`src/pkg/itg_pkg.sv`:
```
// shared constants and types for the idle timer and geometry command block
package itg_pkg;
	localparam logic [7:0]  OP_IDLE_A      = 8'he3;
	localparam logic [7:0]  OP_IDLE_B      = 8'h97;
	localparam logic [7:0]  OP_IDLE_IMM_A  = 8'he1;
	localparam logic [7:0]  OP_IDLE_IMM_B  = 8'h95;
	localparam logic [7:0]  OP_INIT_GEOM   = 8'h91;
	localparam logic [7:0]  TMO_OFF        = 8'h00;
	localparam logic [7:0]  TMO_SHORT_MAX  = 8'hf0;
	localparam logic [7:0]  TMO_LONG_MAX   = 8'hfb;
	localparam logic [7:0]  TMO_21M        = 8'hfc;
	localparam logic [7:0]  TMO_8H         = 8'hfd;
	localparam logic [7:0]  TMO_ABORT      = 8'hfe;
	localparam logic [7:0]  TMO_21M15S     = 8'hff;
	localparam logic [15:0] TMO_SHORT_MUL  = 16'h0005;
	localparam logic [15:0] TMO_LONG_MUL   = 16'h0708;
	localparam logic [15:0] TMO_21M_SEC    = 16'h04ec;
	localparam logic [15:0] TMO_8H_SEC     = 16'h7080;
	localparam logic [15:0] TMO_21M15S_SEC = 16'h04fb;
	localparam int          TICK_SEC       = 1;
	localparam int          CLK_MHZ        = 100;
	localparam int          TICK_CYCLES    = TICK_SEC * CLK_MHZ * 1000000;
	localparam int          HEAD_W         = 4;
	localparam logic [7:0]  SPT_RST        = 8'h00;
	localparam logic [3:0]  HEAD_RST       = 4'h0;
	localparam int          ERR_ABT_BIT    = 2;

	typedef struct packed {
		logic [7:0] opcode;
		logic [7:0] sect_cnt;
		logic [7:0] dev_head;
	} itg_cmd_t;

	typedef struct packed {
		logic bsy;
		logic rdy;
		logic df;
		logic dsc;
		logic drq;
		logic cor;
		logic idx;
		logic err;
	} itg_stat_t;

	typedef enum logic {PM_IDLE, PM_STANDBY} itg_pmode_t;
endpackage

```
`src/hw/itg_cmd.sv`:
```
// idle, idle immediate and geometry command interpreter with standby timer
//
// Summary of operation
// - idle enters idle, loads and starts timer
// - spin up only when spindle stopped
// - timeout zero disables automatic standby
// - codes 1-240 times five, 241-251 half-hours
// - 252, 253, 255 fixed; 254 aborts
// - timer expiry sends drive to standby
// - host access reloads full interval
// - idle immediate keeps stored timeout
// - geometry command stores sectors and heads
// - geometry reported in identify words
// - geometry lost on soft reset if reverting
// - zero sectors means zero, not 256
// - head field limited to 0-15
`timescale 1ns/1ps
module itg_cmd
	import itg_pkg::*;
#(
	parameter int TICK_CNT = TICK_CYCLES
)
(
	input  wire logic       REF_CLK,
	input  wire logic       RST_N,
	input  wire logic       CMD_VALID,
	input  wire itg_cmd_t   CMD,
	output logic            CMD_READY,
	input  wire logic       HOST_ACCESS,
	input  wire logic       SPINDLE_TURNING,
	input  wire logic       SPINUP_DONE,
	input  wire logic       SOFT_RESET,
	input  wire logic       REVERT_ON_RESET,
	output logic            SPINUP_REQ,
	output logic            STANDBY_REQ,
	output itg_pmode_t      PWR_MODE,
	output logic            DONE,
	output itg_stat_t       STATUS,
	output logic [7:0]      ERROR,
	output logic [15:0]     ID_HEADS,
	output logic [15:0]     ID_SECTORS
);
	typedef enum logic {ST_READY, ST_SPIN} itg_state_t;

	itg_state_t        state_r;
	itg_pmode_t        pmode_r;
	logic              accept;
	logic              is_idle;
	logic              is_imm;
	logic              is_geom;
	logic              tmo_abort;
	logic              cmd_abort;
	logic              go_idle;
	logic [15:0]       tmo_secs;
	logic [15:0]       period_r;
	logic [15:0]       sec_r;
	logic [31:0]       presc_r;
	logic              armed;
	logic              tick;
	logic              expire;
	logic              spinup_r;
	logic              standby_r;
	logic              done_r;
	logic              busy_r;
	logic              abort_r;
	logic [7:0]        spt_r;
	logic [HEAD_W-1:0] head_r;

	itg_tmo_dec u_dec (
		.code  (CMD.sect_cnt),
		.secs  (tmo_secs),
		.abort (tmo_abort)
	);

	assign CMD_READY = (state_r == ST_READY);
	assign accept = CMD_VALID && CMD_READY;
	assign is_idle = (CMD.opcode == OP_IDLE_A) || (CMD.opcode == OP_IDLE_B);
	assign is_imm = (CMD.opcode == OP_IDLE_IMM_A) || (CMD.opcode == OP_IDLE_IMM_B);
	assign is_geom = (CMD.opcode == OP_INIT_GEOM);
	// unknown opcodes are refused the same way as the reserved timeout code
	assign cmd_abort = (is_idle && tmo_abort) || !(is_idle || is_imm || is_geom);
	assign go_idle = accept && !cmd_abort && (is_idle || is_imm);

	// command sequencing: spin-up is the only wait
	always_ff @(posedge REF_CLK) begin
		if (!RST_N) begin
			state_r <= ST_READY;
		end else begin
			unique case (state_r)
				ST_READY: begin
					if (go_idle && !SPINDLE_TURNING) begin
						state_r <= ST_SPIN;
					end
				end
				ST_SPIN: begin
					if (SPINUP_DONE) begin
						state_r <= ST_READY;
					end
				end
			endcase
		end
	end

	always_ff @(posedge REF_CLK) begin
		if (!RST_N) begin
			spinup_r <= 1'b0;
		end else begin
			spinup_r <= go_idle && !SPINDLE_TURNING;
		end
	end

	// power mode
	always_ff @(posedge REF_CLK) begin
		if (!RST_N) begin
			pmode_r <= PM_IDLE;
		end else if (go_idle) begin
			pmode_r <= PM_IDLE;
		end else if (expire) begin
			pmode_r <= PM_STANDBY;
		end
	end

	// stored timeout: only the idle command touches it
	always_ff @(posedge REF_CLK) begin
		if (!RST_N) begin
			period_r <= 16'h0000;
		end else if (go_idle && is_idle) begin
			period_r <= tmo_secs;
		end
	end

	// one-second prescaler; long enough to need a parameter for simulation
	assign armed = (period_r != 16'h0000) && (pmode_r == PM_IDLE);
	assign tick = armed && (presc_r == 32'(TICK_CNT - 1));
	assign expire = tick && (sec_r == 16'h0001) && !HOST_ACCESS && !accept;

	always_ff @(posedge REF_CLK) begin
		if (!RST_N) begin
			presc_r <= 32'h0000_0000;
		end else if (!armed || HOST_ACCESS || accept || tick) begin
			presc_r <= 32'h0000_0000;
		end else begin
			presc_r <= presc_r + 32'h0000_0001;
		end
	end

	always_ff @(posedge REF_CLK) begin
		if (!RST_N) begin
			sec_r <= 16'h0000;
		end else if (go_idle && is_idle) begin
			sec_r <= tmo_secs;
		end else if (HOST_ACCESS || accept) begin
			sec_r <= period_r;
		end else if (tick) begin
			sec_r <= sec_r - 16'h0001;
		end
	end

	always_ff @(posedge REF_CLK) begin
		if (!RST_N) begin
			standby_r <= 1'b0;
		end else begin
			standby_r <= expire;
		end
	end

	// geometry; a zero sector count is kept as zero
	always_ff @(posedge REF_CLK) begin
		if (!RST_N) begin
			spt_r <= SPT_RST;
			head_r <= HEAD_RST;
		end else if (accept && is_geom) begin
			spt_r <= CMD.sect_cnt;
			head_r <= CMD.dev_head[HEAD_W-1:0];
		end else if (SOFT_RESET && REVERT_ON_RESET) begin
			spt_r <= SPT_RST;
			head_r <= HEAD_RST;
		end
	end

	// identify words carry heads as a count, hence the plus one
	always_ff @(posedge REF_CLK) begin
		if (!RST_N) begin
			ID_HEADS <= 16'h0000;
			ID_SECTORS <= 16'h0000;
		end else begin
			ID_HEADS <= {12'h000, head_r} + 16'h0001;
			ID_SECTORS <= {8'h00, spt_r};
		end
	end

	// completion
	always_ff @(posedge REF_CLK) begin
		if (!RST_N) begin
			done_r <= 1'b0;
			busy_r <= 1'b0;
			abort_r <= 1'b0;
		end else begin
			done_r <= (accept && !(go_idle && !SPINDLE_TURNING))
				|| (state_r == ST_SPIN && SPINUP_DONE);
			busy_r <= (go_idle && !SPINDLE_TURNING) || (state_r == ST_SPIN && !SPINUP_DONE);
			if (accept) begin
				abort_r <= cmd_abort;
			end
		end
	end

	assign SPINUP_REQ = spinup_r;
	assign STANDBY_REQ = standby_r;
	assign PWR_MODE = pmode_r;
	assign DONE = done_r;

	always_comb begin
		STATUS = '0;
		STATUS.bsy = busy_r;
		STATUS.rdy = 1'b1;
		STATUS.df = 1'b0;
		STATUS.dsc = 1'b1;
		STATUS.err = abort_r;
		ERROR = 8'h00;
		ERROR[ERR_ABT_BIT] = abort_r;
	end

	AST_ABORT_254: assert property (@(posedge REF_CLK) disable iff (!RST_N)
		accept && is_idle && CMD.sect_cnt == TMO_ABORT
		|=> DONE && STATUS.err && ERROR[ERR_ABT_BIT] && $stable(period_r))
		else $error("code 254 not aborted");

	AST_TMO_ZERO: assert property (@(posedge REF_CLK) disable iff (!RST_N)
		period_r == 16'h0000 |=> !STANDBY_REQ)
		else $error("standby with timer disabled");

	AST_IDLE_LOAD: assert property (@(posedge REF_CLK) disable iff (!RST_N)
		go_idle && is_idle |=> PWR_MODE == PM_IDLE && sec_r == $past(tmo_secs)
		&& period_r == $past(tmo_secs))
		else $error("idle did not load timer");

	AST_SPINUP: assert property (@(posedge REF_CLK) disable iff (!RST_N)
		go_idle |=> SPINUP_REQ == !$past(SPINDLE_TURNING) && STATUS.bsy == SPINUP_REQ)
		else $error("spin-up decision wrong");

	AST_RELOAD: assert property (@(posedge REF_CLK) disable iff (!RST_N)
		HOST_ACCESS && !accept |=> sec_r == period_r && presc_r == 32'h0000_0000)
		else $error("access did not reload timer");

	AST_IMM_KEEP: assert property (@(posedge REF_CLK) disable iff (!RST_N)
		accept && is_imm |=> $stable(period_r) && PWR_MODE == PM_IDLE)
		else $error("idle immediate changed timeout");

	AST_STANDBY: assert property (@(posedge REF_CLK) disable iff (!RST_N)
		STANDBY_REQ |-> PWR_MODE == PM_STANDBY && $past(armed) && $past(sec_r) == 16'h0001)
		else $error("standby without expiry");

	AST_DECODE: assert property (@(posedge REF_CLK) disable iff (!RST_N)
		accept && is_idle && CMD.sect_cnt == 8'hf1 |-> tmo_secs == TMO_LONG_MUL)
		else $error("timeout decode wrong");

	AST_GEOM: assert property (@(posedge REF_CLK) disable iff (!RST_N)
		accept && is_geom |=> ##1 ID_SECTORS == {8'h00, $past(CMD.sect_cnt, 2)}
		&& ID_HEADS == {12'h000, $past(CMD.dev_head[3:0], 2)} + 16'h0001)
		else $error("geometry not reported");

	AST_REVERT: assert property (@(posedge REF_CLK) disable iff (!RST_N)
		SOFT_RESET && !REVERT_ON_RESET && !(accept && is_geom) |=> $stable(spt_r))
		else $error("geometry lost without revert");

	AST_DONE_CLEAN: assert property (@(posedge REF_CLK) disable iff (!RST_N)
		DONE |-> !STATUS.bsy && !STATUS.df && STATUS.err == ERROR[ERR_ABT_BIT])
		else $error("completion status wrong");

	// upper end points of both multiplied ranges, worked out by hand
	AST_DECODE_MAX: assert property (@(posedge REF_CLK) disable iff (!RST_N)
		accept && is_idle && CMD.sect_cnt == TMO_SHORT_MAX |-> tmo_secs == 16'h04b0)
		else $error("short timeout decode wrong");

	AST_DECODE_TOP: assert property (@(posedge REF_CLK) disable iff (!RST_N)
		accept && is_idle && CMD.sect_cnt == TMO_LONG_MAX |-> tmo_secs == 16'h4d58)
		else $error("long timeout decode wrong");

	AST_DECODE_8H: assert property (@(posedge REF_CLK) disable iff (!RST_N)
		accept && is_idle && CMD.sect_cnt == TMO_8H |-> tmo_secs == TMO_8H_SEC && !cmd_abort)
		else $error("eight hour code decode wrong");

	AST_ACCESS_WINS: assert property (@(posedge REF_CLK) disable iff (!RST_N)
		HOST_ACCESS |=> !STANDBY_REQ)
		else $error("standby despite host access");

	AST_NO_SPINUP: assert property (@(posedge REF_CLK) disable iff (!RST_N)
		go_idle && SPINDLE_TURNING |=> DONE && CMD_READY && !SPINUP_REQ)
		else $error("spin-up on a turning spindle");

	AST_REVERT_CLR: assert property (@(posedge REF_CLK) disable iff (!RST_N)
		SOFT_RESET && REVERT_ON_RESET && !(accept && is_geom)
		|=> spt_r == SPT_RST && head_r == HEAD_RST)
		else $error("geometry kept through reverting reset");

	AST_ZERO_SPT: assert property (@(posedge REF_CLK) disable iff (!RST_N)
		accept && is_geom && CMD.sect_cnt == 8'h00 |=> ##1 ID_SECTORS == 16'h0000)
		else $error("zero sectors not kept as zero");

	// the drive select bit shares the byte and must not leak into the count
	AST_HEAD_FIELD: assert property (@(posedge REF_CLK) disable iff (!RST_N)
		accept && is_geom |=> head_r == $past(CMD.dev_head[3:0]))
		else $error("head field taken wrongly");

	AST_BUSY_READY: assert property (@(posedge REF_CLK) disable iff (!RST_N)
		STATUS.bsy == !CMD_READY)
		else $error("busy and ready disagree");
endmodule

```
`src/hw/itg_tmo_dec.sv`:
```
// standby timeout code to seconds decoder
`timescale 1ns/1ps
module itg_tmo_dec
	import itg_pkg::*;
(
	input  wire logic [7:0]  code,
	output logic      [15:0] secs,
	output logic             abort
);
	logic [15:0] code_w;

	always_comb begin
		code_w = {8'h00, code};
		abort = 1'b0;
		secs = 16'h0000;
		if (code == TMO_OFF) begin
			secs = 16'h0000;
		end else if (code <= TMO_SHORT_MAX) begin
			secs = 16'(code_w * TMO_SHORT_MUL);
		end else if (code <= TMO_LONG_MAX) begin
			secs = 16'((code_w - {8'h00, TMO_SHORT_MAX}) * TMO_LONG_MUL);
		end else if (code == TMO_21M) begin
			secs = TMO_21M_SEC;
		end else if (code == TMO_8H) begin
			secs = TMO_8H_SEC;
		end else if (code == TMO_ABORT) begin
			abort = 1'b1;
		end else begin
			secs = TMO_21M15S_SEC;
		end
	end
endmodule

```
`config.mk`:
```
export PLATFORM = sky130hd
export DESIGN_NAME = itg_cmd
export DESIGN_NICKNAME = d
export VERILOG_FILES = /design/src/pkg/itg_pkg.sv /design/src/hw/itg_cmd.sv /design/src/hw/itg_tmo_dec.sv
export SDC_FILE = /design/constraint.sdc
export NUM_CORES = 1
export LEC_CHECK = 0
export ABC_CLOCK_PERIOD_IN_PS = 4300
export BUFFER_PORTS_ARGS = -buffer_cell sky130_fd_sc_hd__buf_2
export CORE_MARGIN = 2
export CORE_UTILIZATION = 53
export CTS_CLUSTER_DIAMETER = 150
export DETAILED_ROUTE_END_ITERATION = 7
export GPL_TIMING_DRIVEN = 1
export PLACE_DENSITY = 0.85
export SYNTH_ARGS = -nofsm -noshare
export SYNTH_HDL_FRONTEND = slang
export SYNTH_HIERARCHICAL = 1
export SYNTH_SLANG_ARGS = --single-unit
```
`constraint.sdc`:
```
create_clock -name REF_CLK -period 4.3 [get_ports REF_CLK]
set_clock_uncertainty 0.2 [all_clocks]
set_input_delay 0.645 -clock REF_CLK [delete_from_list [all_inputs] [get_ports REF_CLK]]
set_output_delay 0.645 -clock REF_CLK [all_outputs]
set_load 0.005 [all_outputs]
```
; ---- Word-level counts from Yosys, hierarchy flattened
; Cells that the tools add are included.
[word_totals]
out_inout_bits = 53
in_bits = 32
elab_cells = 99
ff_bits = 115
[op_classes]
mul = 2
muxes = 22
magnitude_cmp = 2
addsub = 4
n_reduce_logical = 41
eq_ne = 10
bitwise_logic = 3
[ops]
columns = operator, count
row1 = 16-bit two-way mux, 8
row2 = 8-bit == test (second input constant), 8
row3 = 32-bit by 1-bit adder with 32-bit output (second input constant), 1
row4 = 32-bit by 27-bit == test with 1-bit output (second input constant), 1
row5 = 16-bit by 1-bit == test with 1-bit output (second input constant), 1
row6 = 8-bit less-or-equal comparator (second input constant), 2
row7 = 1-bit logical AND, 16
row8 = 16-bit by 8-bit multiplier with 13-bit output (second input constant), 1
row9 = 8-bit two-way mux, 2
row10 = 16-bit nonzero test, 1
row11 = 16-bit by 1-bit subtractor with 16-bit output (second input constant), 1
row12 = 1-bit logical OR, 11
row13 = 8-bit by 3-bit multiplier with 11-bit output (second input constant), 1
row14 = 11-bit two-way mux, 1
row15 = 8-bit by 8-bit subtractor with 9-bit output (second input constant), 1
row16 = 1-bit zero test, 8
row17 = 8-bit zero test, 1
row18 = 1-bit two-way mux, 8
row19 = 4-bit two-way mux, 2
row20 = 4-bit by 1-bit adder with 5-bit output (second input constant), 1
row21 = 2-bit OR reduction, 2
row22 = 1-bit inverter, 3
row23 = 3-bit nonzero test, 1
row24 = 1-bit case mux with 2 select lines, 1
row25 = 2-bit nonzero test, 1

; ---- Longest topological paths before layout
[logic_depth]
word_depth = 16
mapped_depth = 18
depth_no_buf = 18

; ---- Cells and area by module
; Netlist, hierarchy kept.
[by_module_without_submodules]
columns = module, seq_area_each_um2, instances, area_per_inst_um2, cells_per_inst
row1 = itg_cmd, 1921.8, 1, 4550.6, 542
row2 = itg_tmo_dec, 0.0, 1, 1478.9, 181

; ---- Worst setup path after synthesis
; OpenSTA, ideal clock, no wires.
[synth_timing]
path_kind = input to register
startpoint = input port CMD[9] (netlist bit)
endpoint = register sec_r[14]
path_buffers = 0
path_stages = 17
t_required_ps = 4031
setup_ps = 69
arrival_time_ps = 3857
path_slack_ps = 174
cell_sequence = inv_1 -> fa_1 -> inv_1 -> ha_1 -> fa_1 -> ha_1 -> inv_1 -> fa_1 -> nor2b_1 -> o21a_1 -> nor3_1 -> or3b_1 -> a21oi_1 -> nand2_1 -> o31ai_2 -> a21oi_1 -> o21ai_1
[synth_between]
word_cells_on_any_way = 27
cone_classes = add/sub: 1 / mul: 1 / order compare: 2 / eq/ne: 3 / mux: 12 / reduce/logical: 8
[synth_lines]
columns = item, line
row1 = start: declaration, itg_cmd.sv:27  ; input wire itg_cmd_t CMD,
row2 = branches (longest 5 deep; another with 16-bit by 8-bit multiplier with 13-bit output), --
row3 = 16-bit two-way mux (*), itg_tmo_dec.sv:16  ; if (code == TMO_OFF) begin
row4 = via tmo_secs[14], itg_cmd.sv:54  ; logic [15:0] tmo_secs;
row5 = 16-bit two-way mux (*), itg_cmd.sv:150  ; end else if (go_idle && is_idle) begin
row6 = end signal: assignment, itg_cmd.sv:151  ; sec_r <= tmo_secs;
row7 = end signal: assignment, itg_cmd.sv:153  ; sec_r <= period_r;
row8 = end signal: assignment, itg_cmd.sv:155  ; sec_r <= sec_r - 16'h0001;
row9 = end: declaration, itg_cmd.sv:56  ; logic [15:0] sec_r;
; Mark *: on every way through the listed nets, which the timed path passes.
; A chain may end at the register's enable or synchronous reset.

; ---- Worst setup path in the final report
; Ends and elaborated chain as after synthesis.

==> flow_summary.toml <==
[drt]
avgViaCountPerCell = 5.65
ant_nets = 0
num_vias = 5173
drc = 0
first_iter_violations = 431
drt-pass1-iter-count = 5
wl_per_cell_um = 14.3
wl_um = 13100

[yosys]
synthSimpleGateAreaFrac_pct = 26.0
async_reset_ff_share_pct = 0
syn_area_um2 = 6030
synth_top_family_by_area = "simple AND/OR/NAND/NOR gates"
synth.top_cell.area_share_pct = 31.9
ys_top_cells_by_area = "dfxtp_1 32%, ha_1 9.1%, nand2_1 5.5%"
synth_edf_count = 0
yosys_register_bits = 96
synthAdderAreaFrac_pct = 12.1
synth.area.mux_share_pct = 0.166
synth_flop_cell = "dfxtp_1"
ys_seq_area_share_pct = 31.9
synth_commonest_cells = "96 x dfxtp_1, 88 x nand2_1, 71 x nor2_1"
synth_cell_types = 77
synth_compound_area_share_pct = 13.6
yosys_warnings = 6
synth-xor-area-share_pct = 7.35
synth_most_common_cell = "dfxtp_1"
yosys.area.top_type = "dfxtp_1"
syn_avg_cell_area_um2 = 8.34
syn_inst = 723

[cells_and_area]
final_cells = 915
layout.nets = 855
final_util_pct = 60.1
fillers = 913
drive_gt1_share_pct = 14.1
syn_to_final_growth_pct = 9.42
diodes = 0

[cts]
path_clk_slew_ns = 0.07
cts_max_path_buffers = 2
cts.sinks = 96
cts.htree.levels = 3
ctsHoldBuffers = 0
cts_tree = "yes"
insertion_delay_ns = 0.35
numCtsBuffers = 9
cts_root_buf = "clkbuf_16"
cts_setup_buffers = 0

[sta]
min_period_ns = 4.09
hold_viol = 0
min_period_over_period_pct = 95.1
setup_ws_ns = 0.210
slew_violations = 0
rsz0062_at_grt = "no"
finalSetupViolCount = 0
maxSlewHeadroom_pct = 24.8
tightest_slew_ns = 1.13
fmax_mhz = 244
whs_ns = 0.253

[floorplanning]
die_x_um = 111
die_h_um = 111
num_rows = 38
ioPinCount = 85
initial_utilization_pct = 54.9
fp.coreArea_um2 = 11000
die_area_um2 = 12200

[placement]
hpwl_um = 9550
gp_congestion = 0.948
dp.cells = 899
numPortBuffers = 48
dp_slack_ns = -0.139

[grt]
grt_usage_pct = 21.9
grt_pass1_vias = 4838
antenna_found_initial = 0
grt_max_degree = 40
grt-ovfl-total = 0
grt_pass1_wl_um = 22600

[worst_hold_path]
min_path_type = "flop to flop"
hold_path.startpoint = "spt_r[7]"
worstHoldPathCells = 1
min_to = "ID_SECTORS[7]"

[power]
p_leak_nw = 2.69
vdd_drop_max_uv = 337
powerDensity_nw_per_um2 = 333
power_mw = 2.20

[setup_path]
startpoint_type = "input pin"
crit_type = "input pin to flop"
reg2reg_from = "presc_r[0]"
r2r-end = "presc_r[17]"
rr_worst_depth = 7
crit_slowest_cell = "fa_1"
cp-end-kind = "flop"
critPathArrivalTime_ns = 4.17
cp_slowest_stage_delay_ns = 0.53
reg2reg_slack_ns = 1.50
worstPathMaxFanout = 2
startpoint = "CMD[9]"
critical_path.cell_chain = "buf_2 -> inv_1 -> fa_1 -> inv_1 -> ha_1 -> fa_1 -> ha_1 -> inv_1 -> fa_1 -> nor2b_1 -> o21a_1 -> nor3_1 -> or3b_1 -> a21oi_1 -> nand2_1 -> o31ai_2 -> a21oi_1 -> o21ai_1"
crit_required_ns = 4.38

[status]
status = "complete, no violations"

[job]
cap_violations = 0
sequential cells by signal, indices dropped and copies added (netlist names), 4 cells and up:
name,count
ID_HEADS,5
period_r,16
ID_SECTORS,8
head_r,4
spt_r,8
sec_r,16
presc_r,32
through the flow:
stage          area (µm²)  TNS [ns]
2_1_floorplan        6140         0
3_3_place_gp         6310   -0.0837
3_5_place_dp         6310    -0.223
4_1_cts              6590         0
5_1_grt              6600         0
6_report             6600         0
final cells by class:
| cell class | count | area (µm²) | area share, % |
|---|---|---|---|
| Clock buffer | 9 | 225 | 3.41 |
| Clock inverter | 7 | 51.3 | 0.778 |
| Inverter | 30 | 113 | 1.71 |
| Multi-Input combinational cell | 562 | 3700 | 56.1 |
| Sequential cell | 96 | 1920 | 29.1 |
| Tap cell | 140 | 175 | 2.66 |
| Timing Repair Buffer | 71 | 413 | 6.26 |
power breakdown:
part / switching [mW] / total, mW / internal (mW)
Combinational: 0.279 / 0.536 / 0.258
Clock: 0.359 / 0.756 / 0.397
Sequential: 0.00976 / 0.908 / 0.898
critical path, delay by kind of cell:
| kind | cells | cell delay [ns] |
|---|---|---|
| fa+ha+maj | 5 | 2.04 |
| simple gates | 4 | 0.62 |
| compound gates | 5 | 0.59 |
| buf+inv | 4 | 0.25 |
placed cells by master (no fill, tap or decap), types with 11 or more instances in the layout:
master   count
nand2_1     88
and3_1      13
buf_4       23
and2_1      11
nand3_1     32
inv_1       30
o21ai_0     14
xor2_1      27
nor3_1      16
dfxtp_1     96
buf_2       48
nand4_1     14
ha_1        44
xnor2_1     20
nor2_1      71
conb_1      32
a21oi_1     49
logic make-up (layout without fill, tap and decap cells):
logic type	Yosys count	after routing
AND/OR/NAND/NOR	302	302
AO/OA/AOI/OAI	125	125
flip-flops	96	96
buffers and inverters	95	117
adder cells (fa/ha/maj)	53	53
XOR/XNOR	49	49
other	2	32
multiplexers	1	1
routing by layer:
layer	global-route usage [%]	wire (µm)	vias to the layer above	part of all wire [%]
met1	28.5	5880	2414	45
met2	36.0	6110	183	47
met5	0	0	-	0
li1	-	-	2545	-
met3	4.54	866	31	6.6
met4	8.08	252	0	1.9
worst max-delay path by stage:
stage / cells past startpoint / slack [ns] / endpoint
final: 18 / 0.21 / sec_r[14]
after CTS: 19 / 0.19 / sec_r[14]
after global placement: 18 / -0.08 / sec_r[14]
after floorplan: 17 / 0.17 / sec_r[14]
after global routing: 18 / 0.001 / sec_r[14]
after detailed placement: 18 / -0.14 / sec_r[14]
timing repair:
action	4_1_cts	5_1_grt
setup endpoints to repair	0	1
resized for setup	0	1
endpoints found under the hold margin	0	0
Note: power is estimated with default switching activity, not from simulation.
